$ cat config.mk
export PLATFORM = sky130hd
export DESIGN_NAME = reset_cause_and_brownout_control
export DESIGN_NICKNAME = d
export VERILOG_FILES = /design/src/rtl/rstcause_pkg.sv /design/src/rtl/reset_cause_and_brownout_control.sv /design/src/rtl/axil_reg_slave.sv
export SDC_FILE = /design/constraint.sdc
export NUM_CORES = 1
export LEC_CHECK = 0
export BUFFER_PORTS_ARGS = -buffer_cell sky130_fd_sc_hd__buf_4
export CAP_MARGIN = 20
export CORE_AREA = 4 4 89 91
export CTS_CLUSTER_DIAMETER = 80
export DETAILED_ROUTE_END_ITERATION = 16
export DIE_AREA = 0 0 93 95
export GPL_TIMING_DRIVEN = 0
export PLACE_DENSITY = 0.73
export SYNTH_ARGS = -nofsm -noshare
export SYNTH_HDL_FRONTEND = slang
export SYNTH_SLANG_ARGS = --single-unit
export TNS_END_PERCENT = 30
$ cat constraint.sdc
create_clock -name SYS_CLK -period 1.41 [get_ports SYS_CLK]
set_input_delay 0.0705 -clock SYS_CLK [delete_from_list [all_inputs] [get_ports SYS_CLK]]
set_output_delay 0.0705 -clock SYS_CLK [all_outputs]
set_load 0.01 [all_outputs]
$ cat src/rtl/rstcause_pkg.sv
package rstcause_pkg;

	// ------------------------------------------------------------
	// Register map
	// ------------------------------------------------------------
	localparam int ADDR_W = 8; // Byte address width
	localparam logic [7:0] OFF_BORCTL = 8'h00; // brownout_control
	localparam logic [7:0] OFF_FLAGS = 8'h04; // reset_cause_flags
	localparam logic [7:0] OFF_EVSTAT = 8'h08; // Sticky event status
	localparam logic [7:0] OFF_EVMASK = 8'h0C; // Event interrupt mask

	// ------------------------------------------------------------
	// Field positions and reset values
	// ------------------------------------------------------------
	localparam int BIT_SW_EN = 7; // sw_brownout_enable
	localparam int BIT_FAST = 6; // brownout_fast_start
	localparam int BIT_RDY = 0; // brownout_circuit_ready
	localparam logic [7:0] CTL_RESET = 8'h80; // Enable 1, fast start 0
	localparam logic [7:0] FLAGS_RESET = 8'h3C; // State after power-up
	localparam logic [7:0] MASK_RESET = 8'h00; // All events masked
	localparam logic [7:0] ZERO8 = 8'h00;

	// ------------------------------------------------------------
	// Configuration word brown-out modes
	// ------------------------------------------------------------
	localparam logic [1:0] MODE_OFF = 2'h0; // Always off
	localparam logic [1:0] MODE_SW = 2'h1; // Software controlled
	localparam logic [1:0] MODE_NOSLEEP = 2'h2; // Off in sleep
	localparam logic [1:0] MODE_ON = 2'h3; // Always on

	// ------------------------------------------------------------
	// Bus answers
	// ------------------------------------------------------------
	localparam logic [1:0] RESP_OKAY = 2'h0;
	localparam logic [1:0] RESP_SLVERR = 2'h2;

	// Register selector from decoded address
	typedef enum logic [2:0] {
		SEL_BORCTL = 3'b000,
		SEL_FLAGS = 3'b001,
		SEL_EVSTAT = 3'b010,
		SEL_EVMASK = 3'b011,
		SEL_NONE = 3'b100
	} reg_sel_t;

	// Reset-cause events, ordered as the flag bits 7..0
	typedef struct packed {
		logic stack_overflow;
		logic stack_underflow;
		logic wdt_window_violation;
		logic wdt_timeout;
		logic ext_pin_reset;
		logic reset_instr;
		logic power_on;
		logic brownout;
	} cause_events_t;

	// One register write as handed from the bus slave
	typedef struct packed {
		logic [ADDR_W-1:0] addr;
		logic [31:0] data;
		logic [3:0] strb;
	} reg_wr_t;

endpackage

$ cat src/rtl/reset_cause_and_brownout_control.sv
// Local design decisions: register access over AXI4-Lite and the register offsets.
`timescale 1ns/10ps
`default_nettype none
module reset_cause_and_brownout_control
	import rstcause_pkg::*;
(
	input wire logic SYS_CLK,
	input wire logic SYS_RST,
	input wire logic [ADDR_W-1:0] S_AXI_AWADDR,
	input wire logic S_AXI_AWVALID,
	output logic S_AXI_AWREADY,
	input wire logic [31:0] S_AXI_WDATA,
	input wire logic [3:0] S_AXI_WSTRB,
	input wire logic S_AXI_WVALID,
	output logic S_AXI_WREADY,
	output logic [1:0] S_AXI_BRESP,
	output logic S_AXI_BVALID,
	input wire logic S_AXI_BREADY,
	input wire logic [ADDR_W-1:0] S_AXI_ARADDR,
	input wire logic S_AXI_ARVALID,
	output logic S_AXI_ARREADY,
	output logic [31:0] S_AXI_RDATA,
	output logic [1:0] S_AXI_RRESP,
	output logic S_AXI_RVALID,
	input wire logic S_AXI_RREADY,
	input wire logic [1:0] BROWNOUT_CONFIG_MODE,
	input wire logic SLEEP_ACTIVE,
	input wire logic BROWNOUT_CIRCUIT_ACTIVE,
	input wire cause_events_t CAUSE_EVENTS,
	output logic BROWNOUT_RESET_ENABLE,
	output logic BANDGAP_FORCE_ON,
	output logic IRQ
);

	// ------------------------------------------------------------
	// Address decoding
	// ------------------------------------------------------------

	// Shared by the write and read paths
	function automatic reg_sel_t decode(input logic [ADDR_W-1:0] a);
		reg_sel_t s;
		s = SEL_NONE;
		unique case (a)
			OFF_BORCTL: s = SEL_BORCTL;
			OFF_FLAGS: s = SEL_FLAGS;
			OFF_EVSTAT: s = SEL_EVSTAT;
			OFF_EVMASK: s = SEL_EVMASK;
			default: s = SEL_NONE;
		endcase
		return s;
	endfunction

	// ------------------------------------------------------------
	// Bus slave
	// ------------------------------------------------------------
	logic wr_en; // One-cycle write pulse
	reg_wr_t wr; // Write address, data, strobes
	logic [ADDR_W-1:0] rd_addr; // Address being read
	logic [31:0] rd_data; // Read value for rd_addr
	reg_sel_t wr_sel;
	reg_sel_t rd_sel;
	logic wr_lane0; // Low byte lane is written

	assign wr_sel = decode(wr.addr);
	assign rd_sel = decode(rd_addr);
	assign wr_lane0 = wr_en && wr.strb[0];

	axil_reg_slave u_slave (
		.clk(SYS_CLK),
		.rst(SYS_RST),
		.awaddr(S_AXI_AWADDR),
		.awvalid(S_AXI_AWVALID),
		.awready(S_AXI_AWREADY),
		.wdata(S_AXI_WDATA),
		.wstrb(S_AXI_WSTRB),
		.wvalid(S_AXI_WVALID),
		.wready(S_AXI_WREADY),
		.bresp(S_AXI_BRESP),
		.bvalid(S_AXI_BVALID),
		.bready(S_AXI_BREADY),
		.araddr(S_AXI_ARADDR),
		.arvalid(S_AXI_ARVALID),
		.arready(S_AXI_ARREADY),
		.rdata(S_AXI_RDATA),
		.rresp(S_AXI_RRESP),
		.rvalid(S_AXI_RVALID),
		.rready(S_AXI_RREADY),
		.wr_en(wr_en),
		.wr(wr),
		.wr_err(wr_sel == SEL_NONE),
		.rd_addr(rd_addr),
		.rd_data(rd_data),
		.rd_err(rd_sel == SEL_NONE)
	);

	// ------------------------------------------------------------
	// Input synchronisers
	// ------------------------------------------------------------
	// Fuse mode, sleep and the analog ready come from other domains
	logic [1:0] mode_s1;
	logic [1:0] mode_q; // Synchronised configuration mode
	logic sleep_s1;
	logic sleep_q;
	logic rdy_s1;
	logic rdy_q; // Synchronised circuit-ready level

	// Two flops each; only the second stage is read
	always_ff @(posedge SYS_CLK) begin
		if (SYS_RST) begin
			mode_s1 <= MODE_OFF;
			mode_q <= MODE_OFF;
			sleep_s1 <= 1'b0;
			sleep_q <= 1'b0;
			rdy_s1 <= 1'b0;
			rdy_q <= 1'b0;
		end else begin
			mode_s1 <= BROWNOUT_CONFIG_MODE;
			mode_q <= mode_s1;
			sleep_s1 <= SLEEP_ACTIVE;
			sleep_q <= sleep_s1;
			rdy_s1 <= BROWNOUT_CIRCUIT_ACTIVE;
			rdy_q <= rdy_s1;
		end
	end

	// ------------------------------------------------------------
	// Brown-out control register
	// ------------------------------------------------------------
	logic sw_brownout_enable_q;
	logic brownout_fast_start_q;

	// Both bits always stored, whatever the mode
	always_ff @(posedge SYS_CLK) begin
		if (SYS_RST) begin
			sw_brownout_enable_q <= CTL_RESET[BIT_SW_EN];
			brownout_fast_start_q <= CTL_RESET[BIT_FAST];
		end else if (wr_lane0 && wr_sel == SEL_BORCTL) begin
			sw_brownout_enable_q <= wr.data[BIT_SW_EN];
			brownout_fast_start_q <= wr.data[BIT_FAST];
		end
	end

	// ------------------------------------------------------------
	// Brown-out and band-gap outputs
	// ------------------------------------------------------------
	logic bor_en_q;
	logic bandgap_q;

	// Registered so the analog controls never glitch
	always_ff @(posedge SYS_CLK) begin
		if (SYS_RST) begin
			bor_en_q <= 1'b0;
		end else begin
			unique case (mode_q)
				MODE_SW: bor_en_q <= sw_brownout_enable_q;
				MODE_ON: bor_en_q <= 1'b1;
				MODE_NOSLEEP: bor_en_q <= !sleep_q;
				MODE_OFF: bor_en_q <= 1'b0;
			endcase
		end
	end

	// Fast start only counts in the two modes that may drop the gap
	always_ff @(posedge SYS_CLK) begin
		if (SYS_RST) begin
			bandgap_q <= 1'b0;
		end else if (mode_q == MODE_SW || mode_q == MODE_NOSLEEP) begin
			bandgap_q <= brownout_fast_start_q;
		end else begin
			bandgap_q <= 1'b0;
		end
	end

	assign BROWNOUT_RESET_ENABLE = bor_en_q;
	assign BANDGAP_FORCE_ON = bandgap_q;

	// ------------------------------------------------------------
	// Reset-cause flags
	// ------------------------------------------------------------
	logic [7:0] flags_q;
	logic [7:0] flags_d;
	logic [7:0] ev; // Events as a bit vector

	assign ev = CAUSE_EVENTS;

	// Firmware write first, then hardware events win on top
	always_comb begin
		flags_d = flags_q;
		if (wr_lane0 && wr_sel == SEL_FLAGS) begin
			flags_d = wr.data[7:0];
		end
		if (ev[7]) begin
			flags_d[7] = 1'b1;
		end
		if (ev[6]) begin
			flags_d[6] = 1'b1;
		end
		if (ev[5]) begin
			flags_d[5] = 1'b0;
		end
		if (ev[4]) begin
			flags_d[4] = 1'b0;
		end
		if (ev[3]) begin
			flags_d[3] = 1'b0;
		end
		if (ev[2]) begin
			flags_d[2] = 1'b0;
		end
		if (ev[1]) begin
			flags_d[1] = 1'b0;
		end
		if (ev[0]) begin
			flags_d[0] = 1'b0;
		end
	end

	// Cleared power-on and brown-out bits at start-up
	always_ff @(posedge SYS_CLK) begin
		if (SYS_RST) begin
			flags_q <= FLAGS_RESET;
		end else begin
			flags_q <= flags_d;
		end
	end

	// ------------------------------------------------------------
	// Event status, mask and interrupt
	// ------------------------------------------------------------
	logic [7:0] evstat_q; // Sticky, write one to clear
	logic [7:0] evmask_q; // One lets the event through
	logic irq_q;

	// A new event in the clearing cycle stays set
	always_ff @(posedge SYS_CLK) begin
		if (SYS_RST) begin
			evstat_q <= ZERO8;
		end else if (wr_lane0 && wr_sel == SEL_EVSTAT) begin
			evstat_q <= (evstat_q & ~wr.data[7:0]) | ev;
		end else begin
			evstat_q <= evstat_q | ev;
		end
	end

	// Mask register
	always_ff @(posedge SYS_CLK) begin
		if (SYS_RST) begin
			evmask_q <= MASK_RESET;
		end else if (wr_lane0 && wr_sel == SEL_EVMASK) begin
			evmask_q <= wr.data[7:0];
		end
	end

	// Level interrupt, one cycle behind the status
	always_ff @(posedge SYS_CLK) begin
		if (SYS_RST) begin
			irq_q <= 1'b0;
		end else begin
			irq_q <= |(evstat_q & evmask_q);
		end
	end

	assign IRQ = irq_q;

	// ------------------------------------------------------------
	// Read multiplexer
	// ------------------------------------------------------------
	// Unused bits read zero; ready bit is live status
	always_comb begin
		rd_data = 32'h0000_0000;
		unique case (rd_sel)
			SEL_BORCTL: begin
				rd_data[BIT_SW_EN] = sw_brownout_enable_q;
				rd_data[BIT_FAST] = brownout_fast_start_q;
				rd_data[BIT_RDY] = rdy_q;
			end
			SEL_FLAGS: rd_data[7:0] = flags_q;
			SEL_EVSTAT: rd_data[7:0] = evstat_q;
			SEL_EVMASK: rd_data[7:0] = evmask_q;
			SEL_NONE: rd_data = 32'h0000_0000;
		endcase
	end
endmodule
`default_nettype wire

$ cat src/rtl/axil_reg_slave.sv
`timescale 1ns/10ps
`default_nettype none
// AXI4-Lite slave front end: takes address and data in either order,
// issues one write pulse, and registers read data from the owner.
module axil_reg_slave
	import rstcause_pkg::*;
(
	input wire logic clk,
	input wire logic rst,
	input wire logic [ADDR_W-1:0] awaddr,
	input wire logic awvalid,
	output logic awready,
	input wire logic [31:0] wdata,
	input wire logic [3:0] wstrb,
	input wire logic wvalid,
	output logic wready,
	output logic [1:0] bresp,
	output logic bvalid,
	input wire logic bready,
	input wire logic [ADDR_W-1:0] araddr,
	input wire logic arvalid,
	output logic arready,
	output logic [31:0] rdata,
	output logic [1:0] rresp,
	output logic rvalid,
	input wire logic rready,
	output logic wr_en,
	output reg_wr_t wr,
	input wire logic wr_err,
	output logic [ADDR_W-1:0] rd_addr,
	input wire logic [31:0] rd_data,
	input wire logic rd_err
);

	// ------------------------------------------------------------
	// Write path
	// ------------------------------------------------------------
	logic aw_q; // Address held
	logic w_q; // Data held
	logic bvalid_q;
	logic [1:0] bresp_q;
	reg_wr_t wr_q; // Captured address, data and strobes

	// One write at a time: nothing is taken while a response waits
	assign awready = !aw_q && !bvalid_q;
	assign wready = !w_q && !bvalid_q;
	assign wr_en = aw_q && w_q;
	assign wr = wr_q;
	assign bvalid = bvalid_q;
	assign bresp = bresp_q;

	// Capture address and data, each on its own handshake
	always_ff @(posedge clk) begin
		if (rst) begin
			aw_q <= 1'b0;
			w_q <= 1'b0;
			wr_q <= '0;
		end else begin
			if (awvalid && awready) begin
				aw_q <= 1'b1;
				wr_q.addr <= awaddr;
			end else if (wr_en) begin
				aw_q <= 1'b0;
			end
			if (wvalid && wready) begin
				w_q <= 1'b1;
				wr_q.data <= wdata;
				wr_q.strb <= wstrb;
			end else if (wr_en) begin
				w_q <= 1'b0;
			end
		end
	end

	// Response follows the write pulse by one edge
	always_ff @(posedge clk) begin
		if (rst) begin
			bvalid_q <= 1'b0;
			bresp_q <= RESP_OKAY;
		end else if (wr_en) begin
			bvalid_q <= 1'b1;
			bresp_q <= wr_err ? RESP_SLVERR : RESP_OKAY;
		end else if (bready) begin
			bvalid_q <= 1'b0;
		end
	end

	// ------------------------------------------------------------
	// Read path
	// ------------------------------------------------------------
	logic rvalid_q;
	logic [31:0] rdata_q;
	logic [1:0] rresp_q;

	assign arready = !rvalid_q;
	assign rd_addr = araddr;
	assign rvalid = rvalid_q;
	assign rdata = rdata_q;
	assign rresp = rresp_q;

	// Data is sampled in the edge that takes the address
	always_ff @(posedge clk) begin
		if (rst) begin
			rvalid_q <= 1'b0;
			rdata_q <= 32'h0000_0000;
			rresp_q <= RESP_OKAY;
		end else if (arvalid && arready) begin
			rvalid_q <= 1'b1;
			rdata_q <= rd_data;
			rresp_q <= rd_err ? RESP_SLVERR : RESP_OKAY;
		end else if (rready) begin
			rvalid_q <= 1'b0;
		end
	end

endmodule
`default_nettype wire

==> metrics.md, run 1 <==
| Metric | Value |
|---|---|
| Hold path endpoint | `u_slave.wr[6]` |
| Final WS setup | `-0.0402 ns` |
| Remaining antenna violation count after routing | `0` |
| Diode count | `0` |
| # IOs | `115` |
| Die Ht | `around 95 um` |
| WHS Path Cells | `3` |
| Max Clk Rate | `between 600 and 700 MHz` |
| Failing checks | `setup timing` |
| Starting Density | `between 40% and 50%` |
| Distinct cells, synth | `40` |
| Yosys warns | `0` |
| Post-route insts no fill | `550` |
| Routed wl met3 | `approximately 440 um` |
| Row cnt | `31` |
| Per-cell routed wire length | `about 13 um` |
| Power density over the cells | `just over 1000 nW/um^2` |
| Hold Startpoint | `S_AXI_WDATA[2]` |
| Final setup TNS | `-0.0764 ns` |
| FF-to-FF path depth | `5` |
| Slew HR | `63.0%` |
| IO Port Bufs | `59` |
| Drt drc | `0` |
| H-Tree Depth | `3` |
| WS Path Type | `reg -> reg` |
| Multiplexer area fraction after synthesis | `13.5%` |
| Synth Area in Adders | `0.819%` |
| Combinational family with the most area after synthesis | `simple AND/OR/NAND/NOR gates` |
| Placed Cells | `501` |
| Total CTS buffers | `9` |
| Final setup viols | `8` |
| RSZ-0062 raised after global routing | `yes` |
| DRT iter0 DRCs | `91` |
| Die X | `around 93 um` |
| Critical path startpoint category | `flip-flop` |
| Total grt overflow | `0` |
| Vias per cell | `4.65` |
| Layout area overhead | `39.3%` |
| Lkg Pwr | `0.00186 uW` |
| Most frequent cells in the layout | `buf_4 (89), dfxtp_1 (64), nor2_1 (33)` |
| Synth Area in Compound Gates | `11.9%` |
| Worst-Skew Late Latency | `0.34 ns` |
| Clk sinks | `68` |
| Crit. Startpoint | `u_slave.wr[37]` |
| Tmin final | `1.45 ns` |
| WL final | `7100 um` |
| Layout cells sized above 1 | `29.3%` |
| Sequential share of the synthesized area | `about 45%` |
| Final Hold Viols | `0` |
| Mapped cell area | `3060 sq um` |
| Bufs on Longest Clock Path | `2` |
| Post-Synthesis Cells | `318` |
| Fin crit share | `103%` |
| Vias | `between 2,000 and 3,000` |
| TritonCTS clock tree | `done` |
| Reg-to-reg critical path startpoint | `u_slave.wr[37]` |
| Worst Tran Pin Value | `0.555 ns` |
| Largest net degree at the start of global routing | `12` |
| Initial antenna violation count | `0` |
| Mean post-synth cell area | `9.61 sq um` |
| Peak supply drop | `0.500 mV` |
| Worst R2R End | `evmask_q[6]` |
| Slew Limit Fails | `0` |
| Share of the synthesized area in the top cell type | `44.5%` |
| Routed wire length on met2 | `3170 um` |
| Status | `complete, but fails checks` |
| Reg2reg setup slack | `-0.04 ns` |
| RD Place Congestion | `approximately 0.84` |
| Leading cell type in the layout, fill and taps excluded | `buf_4` |
| DRT Pass-1 Iters | `4` |
| Clock skew | `0.00531 ns` |
| Core footprint | `7140 sq um` |
| DP HPWL | `5020 um` |
| Clk pin slew, worst setup/hold paths | `0.07 ns` |
| #FFs+latches synth | `68` |
| Synth Area in Simple Gates | `16.4%` |
| Die Area | `8840 sq um` |
| Final Net Count | `approximately 520` |
| Largest area contributor in the netlist | `dfxtp_1` |
| XOR/XNOR Fraction of Synth Area | `0%` |
| Max FO, Critical Path | `8` |
| CP required | `1.68 ns` |
| Fill cells | `644` |
| MaxCap Viol Count | `0` |
| Number of global-route vias before repair | `approximately 2,500` |
| Critical Path Sink Type | `flip-flop` |
| Root Driver | `clkbuf_8` |
| Wl on met1 | `3370 um` |
| Worst EP arrival | `between 1.5 and 2 ns` |
| Hold crit path type | `in -> reg` |
| GR Util All Layers | `16.8%` |
| Max Used Layer | `met4` |
| Synth area leaders | `dfxtp_1 (45%), mux2i_1 (9.5%), buf_4 (6.4%)` |
| First-pass GRT wire length | `11,600 um` |
[state kept, by name (all words and copies together), names as in the netlist, 2 cells and up]
| register | cells |
|---|---|
| u_slave.rdata | 8 |
| mode_q | 2 |
| mode_s1 | 2 |
| flags_q | 8 |
| u_slave.wr | 17 |
| evmask_q | 8 |
| evstat_q | 8 |
[critical path: stages, from the launching register on]
cell	delay, ns
dfxtp_2	0.34
nor4_4	0.32
buf_6	0.15
and4_1	0.20
buf_6	0.16
mux2i_1	0.21
[synthesized netlist by cell type]
cell,n
buf_6,4
nor2_1,33
conb_1,1
and4_4,1
a22oi_1,9
nand2b_1,2
nand2_1,24
o2bb2ai_1,3
a41oi_1,1
a211oi_1,2
nor4_1,1
a31oi_1,7
a311oi_1,1
and4b_1,3
and3b_1,3
buf_1,1
dfxtp_1,68
o32ai_1,5
mux2i_1,29
buf_4,26
and4_1,2
a221oi_1,1
nor3b_1,6
buf_2,4
nor4_4,1
ha_1,2
mux4_2,3
o221ai_1,1
clkbuf_1,9
o311a_1,2
nor2b_1,11
o21ai_0,7
nand3_1,1
o311ai_2,3
a21oi_1,4
inv_1,24
nand4_1,6
or2_2,1
mux2_2,5
a21o_1,1
[report_power, final]
part           total [uW]  internal (uW)  switching [uW]  leakage (uW)
registers            2090           2010            74.1      0.000560
clock network        1630            908             724      0.000102
logic                 649            361             288       0.00120
total                4370           3280            1090       0.00186
[metrics by stage]
stage / total power [uW] / setup WS (ns) / util [%] / hold WS [ns] / instance area (sq um)
after detailed placement: 2680 / -0.111 / 52.1 / 0.257 / 3720
after global placement: 2670 / -0.125 / 52.1 / 0.260 / 3720
final: 4370 / -0.0402 / 59.7 / 0.0182 / 4260
after global routing: 4560 / -0.129 / 59.7 / 0.00151 / 4260
after CTS: 4400 / -0.0624 / 59.5 / 0.000113 / 4250
after floorplan: 2470 / 0.0622 / - / 0.170 / 3150
[how the worst max path moves through the flow]
stage,end,slack [ns]
2_1_floorplan,flags_q[2],0.06
3_3_place_gp,flags_q[2],-0.12
3_5_place_dp,flags_q[2],-0.11
4_1_cts,evmask_q[6],-0.06
5_1_grt,evmask_q[6],-0.13
6_report,evmask_q[6],-0.04
[final cells by class]
| class | count | area, sq um | share of cell area (%) |
|---|---|---|---|
| inverter | 24 | 90.1 | 2.12 |
| buffer | 43 | 293 | 6.87 |
| tap | 99 | 124 | 2.91 |
| clock buffer | 12 | 155 | 3.64 |
| timing repair buffer | 93 | 773 | 18.2 |
| clock inverter | 4 | 47.5 | 1.12 |
| sequential | 68 | 1370 | 32.1 |
| multi-input combinational | 207 | 1410 | 33.1 |
[metal layers]
metal  global-route usage, %  vias to the layer above
met5                       0                        -
met4                    7.57                        0
met3                    4.54                       12
met2                    27.3                       80
met1                    21.0                     1153
li1                        -                     1310
[cell families after synthesis]
kind of cell,after synthesis
muxes,37
AOI/OAI and AO/OA,47
and+or+nand+nor,95
buffers and inverters,68
adders and majority gates,2
other,1
DFF,68
[repair_timing]
action	4_1_cts	5_1_grt
hold buffers	30	0
resized for setup	4	5
hold endpoints to repair	36	0
pin swaps	3	1
endpoints found under the setup margin	21	34
setup buffers	4	0
(Power assumes the default switching activity.)
==> inputs of run 2 (changes only) <==
Settings changed: PLACE_DENSITY 0.73 to 0.74.
==> run 2 against run 1 <==
Effect of this change:
- the run still ends with setup timing left
- critical endpoint is now evmask_q[0]
- critical path depth unchanged
- non-clock buffer count unchanged
- sequential cell count unchanged
- global-route usage down 0.37 points
- setup slack better by 0.010 ns
- highest routed layer unchanged
- clock-buffer cell count down 2
- cell count unchanged
- design area up 0.35%
- sequential power about the same
- clock skew up 0.0024 ns
==> metrics.md, run 2 (synthesized netlist as in run 1, its figures left out) <==
| Metric | Value |
|---|---|
| Status | `complete, but fails checks` |
| Failing checks | `setup timing` |
| Final hold slack | `0.0249 ns (+0.00677 ns)` |
| DRT Pass-1 Iters | `4 (unchanged)` |
| Max Clk Rate | `695 MHz (+0.72%)` |
| Power density over the cells | `1030 nW/um^2 (+0.10%)` |
| FF-to-FF path depth | `5 (unchanged)` |
| Total CTS buffers | `9 (unchanged)` |
| Final Hold Viols | `0 (unchanged)` |
| Die X | `93 um (unchanged)` |
| Leading cell type in the layout, fill and taps excluded | `buf_4` |
| Diode count | `0 (unchanged)` |
| Layout cells sized above 1 | `29.5% (+0.22 points)` |
| Worst Tran Pin Value | `0.552 ns (-0.00270 ns)` |
| TritonCTS clock tree | `done` |
| Slew Limit Fails | `0 (unchanged)` |
| Vias per cell | `4.75 (+2.3%)` |
| CP required | `1.68 ns (about the same)` |
| Pre-CTS setup slack | `-0.140 ns (-0.0296 ns)` |
| Total grt overflow | `0 (unchanged)` |
| WHS Path Cells | `3 (unchanged)` |
| WS Path Type | `reg -> reg` |
| Final Net Count | `519 (unchanged)` |
| Reg-to-reg critical path startpoint | `u_slave.wr[37]` |
| Area of the multi-input gates | `1420 sq um (+0.62%)` |
| Final WS setup | `-0.0298 ns (+0.0103 ns)` |
| IO Port Bufs | `59 (unchanged)` |
| Drt drc | `0 (unchanged)` |
| Peak supply drop | `0.734 mV (+47%)` |
| Tmin final | `1.44 ns (-0.0103 ns)` |
| WL final | `7020 um (-1.2%)` |
| Die Ht | `95 um (unchanged)` |
| Clock skew | `0.00773 ns (+0.00242 ns)` |
| Most frequent cells in the layout | `buf_4 (88), dfxtp_1 (64), nor2_1 (33)` |
| Critical path startpoint category | `flip-flop` |
| Remaining antenna violation count after routing | `0 (unchanged)` |
| Initial antenna violation count | `0 (unchanged)` |
| Per-cell routed wire length | `12.8 um (-1.2%)` |
| Hold Startpoint | `CAUSE_EVENTS[2]` |
| Clk pin slew, worst setup/hold paths | `0.08 ns (about the same)` |
| DP HPWL | `5170 um (+3.0%)` |
| Slew HR | `63.2% (+0.18 points)` |
| Max FO, Critical Path | `8 (unchanged)` |
| Row cnt | `31 (unchanged)` |
| RSZ-0062 raised after global routing | `yes` |
| Vias | `2,614 (+2.3%)` |
| Clk sinks | `68 (unchanged)` |
| Worst R2R End | `evmask_q[0]` |
| Lkg Pwr | `0.00187 uW (+0.17%)` |
| Final setup TNS | `-0.0298 ns (+0.0466 ns)` |
| Die Area | `8840 sq um (unchanged)` |
| DRT iter0 DRCs | `121 (+33%)` |
| Power Total | `4390 uW (+0.46%)` |
| Core footprint | `7140 sq um (unchanged)` |
| Max FFs per register | `17 (unchanged)` |
| First-pass GRT wire length | `11,500 um (-0.83%)` |
| Critical Path Sink Type | `flip-flop` |
| Final setup viols | `1 (-7)` |
| Bufs on Longest Clock Path | `2 (unchanged)` |
| Worst EP arrival | `1.71 ns (about the same)` |
| Placed Cells | `501 (unchanged)` |
| GR Util All Layers | `16.5% (-0.37 points)` |
| Hold path endpoint | `evstat_q[2]` |
| Register Area | `1370 sq um (unchanged)` |
| H-Tree Depth | `3 (unchanged)` |
| Fill cells | `655 (+1.7%)` |
| Starting Density | `42.8% (unchanged)` |
| Post-route insts no fill | `550 (unchanged)` |
| Largest net degree at the start of global routing | `14 (+2)` |
| RD Place Congestion | `0.824 (-2.2%)` |
| Reg2reg setup slack | `-0.03 ns (about the same)` |
| # IOs | `115 (unchanged)` |
| MaxCap Viol Count | `0 (unchanged)` |
| Hold crit path type | `in -> reg` |
| Fin crit share | `102% (-0.73 points)` |
| Number of global-route vias before repair | `2,471 (unchanged)` |
| Layout area overhead | `39.8%` |
| Root Driver | `clkbuf_8` |
| Worst-Skew Late Latency | `0.34 ns (about the same)` |
run 2: worst max-delay path, stage by stage (launching register included):
cell	delay, ns
dfxtp_2	0.34
nor4_4	0.31
buf_6	0.15
and4_1	0.19
buf_6	0.16
mux2i_2	0.22
run 2: final cells by class:
cell class	count	area share [%]
Timing Repair Buffer	93	18.1
Multi-Input combinational cell	207	33.2
Tap cell	99	2.90
Clock buffer	10	3.22
Sequential cell	68	32.0
Clock inverter	6	1.67
Inverter	24	2.11
Buffer	43	6.79
run 2: repair_timing:
action,4_1_cts,5_1_grt
hold buffers,31,0
endpoints found under the setup margin,23,23
gates resized for setup,6,4
endpoints found under the hold margin,34,0
setup buffers,3,0
pin swaps,2,2
run 2: how the worst max path moves through the flow:
stage	from	end
3_3_place_gp	u_slave.wr[43]	flags_q[2]
5_1_grt	u_slave.wr[37]	evmask_q[0]
6_report	u_slave.wr[37]	evmask_q[0]
4_1_cts	u_slave.wr[42]	evmask_q[0]
2_1_floorplan	u_slave.wr[37]	flags_q[2]
3_5_place_dp	u_slave.wr[43]	flags_q[2]
run 2: power by group:
group / leakage (uW) / total, uW / switching [uW] / internal [uW]
sequential: 0.000560 / 2080 / 74.1 / 2010
combinational: 0.00121 / 649 / 286 / 363
clock: 0.0000995 / 1650 / 774 / 879
run 2: routing by layer:
| metal | up-vias | routed length [um] | global-route usage [%] |
|---|---|---|---|
| met5 | - | 0 | 0 |
| met4 | 0 | 57 | 3.66 |
| met3 | 7 | 670 | 6.14 |
| met2 | 107 | 3210 | 26.5 |
| met1 | 1188 | 3090 | 21.1 |
| li1 | 1312 | - | - |
run 2: metrics by stage:
step,utilization (%),cell area (sq um)
global placement,52.1,3720
CTS,59.7,4260
floorplan,-,3150
detailed placement,52.1,3720
finish,59.9,4270
global route,59.9,4270
==> inputs of run 3 (changes only) <==
Settings changed: CORE_AREA 4 4 89 91 to 2 2 87 89, DIE_AREA 0 0 93 95 to 0 0 89 91.
==> run 3 against run 2 <==
Effect of this change:
- the run ends with hold timing, setup timing left
- non-clock buffer count is 3 lower
- critical path type unchanged
- global-route usage grew 1.2 points
- total power shrank 7.3%
- combinational power barely moved
- critical endpoint is now evmask_q[4]
- highest routed layer unchanged
- routed wire length fell by 0.80%
==> metrics.md, run 3 (synthesized netlist as in run 1, its figures left out) <==
| Metric | Value |
|---|---|
| Layout cells sized above 1 | `29.6% (+0.11 points)` |
| Final setup viols | `1 (unchanged)` |
| WS Path Type | `reg -> reg` |
| Fin crit share | `100% (-1.9 points)` |
| Row cnt | `31 (unchanged)` |
| Final hold slack | `-0.00262 ns (-0.0276 ns)` |
| TritonCTS clock tree | `done` |
| RD Place Congestion | `0.818 (-0.75%)` |
| Die Ht | `91 um (-4.2%)` |
| Power density over the cells | `970 nW/um^2 (-5.4%)` |
| Starting Density | `42.8% (unchanged)` |
| Critical path startpoint category | `flip-flop` |
| Root Driver | `clkbuf_8` |
| IO Port Bufs | `59 (unchanged)` |
| Status | `complete, but fails checks` |
| Leading cell type in the layout, fill and taps excluded | `buf_4` |
| MaxCap Viol Count | `0 (unchanged)` |
| Vias | `2,577 (-1.4%)` |
| DP HPWL | `4980 um (-3.7%)` |
| Register Area | `1370 sq um (about the same)` |
| Core footprint | `7140 sq um (unchanged)` |
| # IOs | `115 (unchanged)` |
| Placed Cells | `501 (unchanged)` |
| Final Hold Viols | `1 (+1)` |
| Hold crit path type | `in -> reg` |
| Final Util | `58.7% (-1.2 points)` |
| Total CTS buffers | `9 (unchanged)` |
| Post-route insts no fill | `545 (-0.91%)` |
| Diode count | `0 (unchanged)` |
| RSZ-0062 raised after global routing | `yes` |
| Number of global-route vias before repair | `2,462 (-0.36%)` |
| Lkg Pwr | `0.00183 uW (-1.8%)` |
| Failing checks | `hold timing, setup timing` |
| Remaining antenna violation count after routing | `0 (unchanged)` |
| Reg2reg setup slack | `-0.003 ns (+0.03 ns)` |
| Final setup TNS | `-0.00282 ns (+0.0270 ns)` |
| DRT iter0 DRCs | `106 (-12%)` |
| Tmin final | `1.41 ns (-0.0270 ns)` |
| Peak supply drop | `0.608 mV (-17%)` |
| Max FFs per register | `17 (unchanged)` |
| Fill cells | `660 (+0.76%)` |
| GR Util All Layers | `17.7% (+1.2 points)` |
| Clock skew | `0.00414 ns (-0.00359 ns)` |
| Clk pin slew, worst setup/hold paths | `0.07 ns (about the same)` |
| CP required | `1.68 ns (about the same)` |
| Worst Tran Pin Value | `0.537 ns (-0.0155 ns)` |
| Drt drc | `0 (unchanged)` |
| Vias per cell | `4.73 (-0.51%)` |
| Per-cell routed wire length | `12.8 um (+0.11%)` |
| Area of the multi-input gates | `1410 sq um (-0.53%)` |
| Critical Path Sink Type | `flip-flop` |
| Final WS setup | `-0.00282 ns (+0.0270 ns)` |
| Clk sinks | `68 (unchanged)` |
| Power Total | `4070 uW (-7.3%)` |
| Worst EP arrival | `1.68 ns (-0.03 ns)` |
| Max Clk Rate | `708 MHz (+1.9%)` |
| Bufs on Longest Clock Path | `2 (unchanged)` |
| Layout area overhead | `37.0%` |
| DRT Pass-1 Iters | `4 (unchanged)` |
| First-pass GRT wire length | `11,200 um (-3.0%)` |
| Max FO, Critical Path | `8 (unchanged)` |
| Slew HR | `64.2% (+1.0 points)` |
| Final Net Count | `516 (-0.58%)` |
| Worst-Skew Late Latency | `0.34 ns (about the same)` |
| Total grt overflow | `0 (unchanged)` |
| Largest net degree at the start of global routing | `11 (-3)` |
| Slew Limit Fails | `0 (unchanged)` |
| Die X | `89 um (-4.3%)` |
| Die Area | `8100 sq um (-8.3%)` |
| H-Tree Depth | `3 (unchanged)` |
| WL final | `6970 um (-0.80%)` |
| Most frequent cells in the layout | `buf_4 (88), dfxtp_1 (63), nor2_1 (33)` |
| Initial antenna violation count | `0 (unchanged)` |
[run 3: cell count changes in the layout (fill, tap and decap cells not counted), moves of 2 or more]
cell / before / now
clkinvlp_4: 2 / 0
clkinv_2: 0 / 3
inv_6: 2 / 0
dlygate4sd3_1: 31 / 27
[run 3: per-layer routing]
layer / GRT usage (%) / share of wire [%] / up-vias
met5: 0 / 0 / -
met4: 6.34 / 1.1 / 0
met3: 5.36 / 7.2 / 7
met2: 29.0 / 47 / 88
met1: 21.6 / 44 / 1182
li1: - / - / 1300
[run 3: final timing paths]
path,from,end,cells after the start
setup / recovery,u_slave.wr[37],evmask_q[4],5
hold / removal,S_AXI_BREADY,u_slave.bvalid,3
setup reg to reg,u_slave.wr[37],evmask_q[4],5
hold reg to reg,mode_s1[0],mode_q[0],1
[run 3: cell type report]
type / count / area share, %
buffer: 43 / 6.99
sequential: 68 / 32.6
clock inverter: 3 / 0.358
inverter: 24 / 2.15
clock buffer: 11 / 3.38
multi-input combinational: 207 / 33.7
timing repair buffer: 90 / 17.8
tap: 99 / 2.96
[run 3: power by group]
group | internal, uW | switching, uW | total (uW)
clock network | 657 | 671 | 1330
registers | 2010 | 73.7 | 2090
logic | 364 | 287 | 651
total | 3030 | 1030 | 4070
[run 3: metrics by stage]
step | hold WS (ns) | setup slack, ns | cell area (sq um)
final | -0.00262 | -0.00282 | 4190
after detailed placement | 0.261 | -0.114 | 3720
after global routing | 0.000105 | -0.108 | 4190
after global placement | 0.260 | -0.125 | 3720
after floorplan | 0.170 | 0.0622 | 3150
after CTS | 0.00169 | -0.0188 | 4170
[run 3: what timing repair did]
action / in CTS / in global routing
setup endpoints to repair: 23 / 26
gates resized for setup: 5 / 8
setup buffers: 3 / 1
hold buffers: 27 / 0
endpoints found under the hold margin: 27 / 0
pin swaps: 2 / 2
[run 3: worst max-delay path, stage by stage, from the launching register on]
cell     delay [ns]
dfxtp_2        0.33
nor4_4         0.30
buf_6          0.15
and4_1         0.20
buf_6          0.16
mux2i_1        0.19
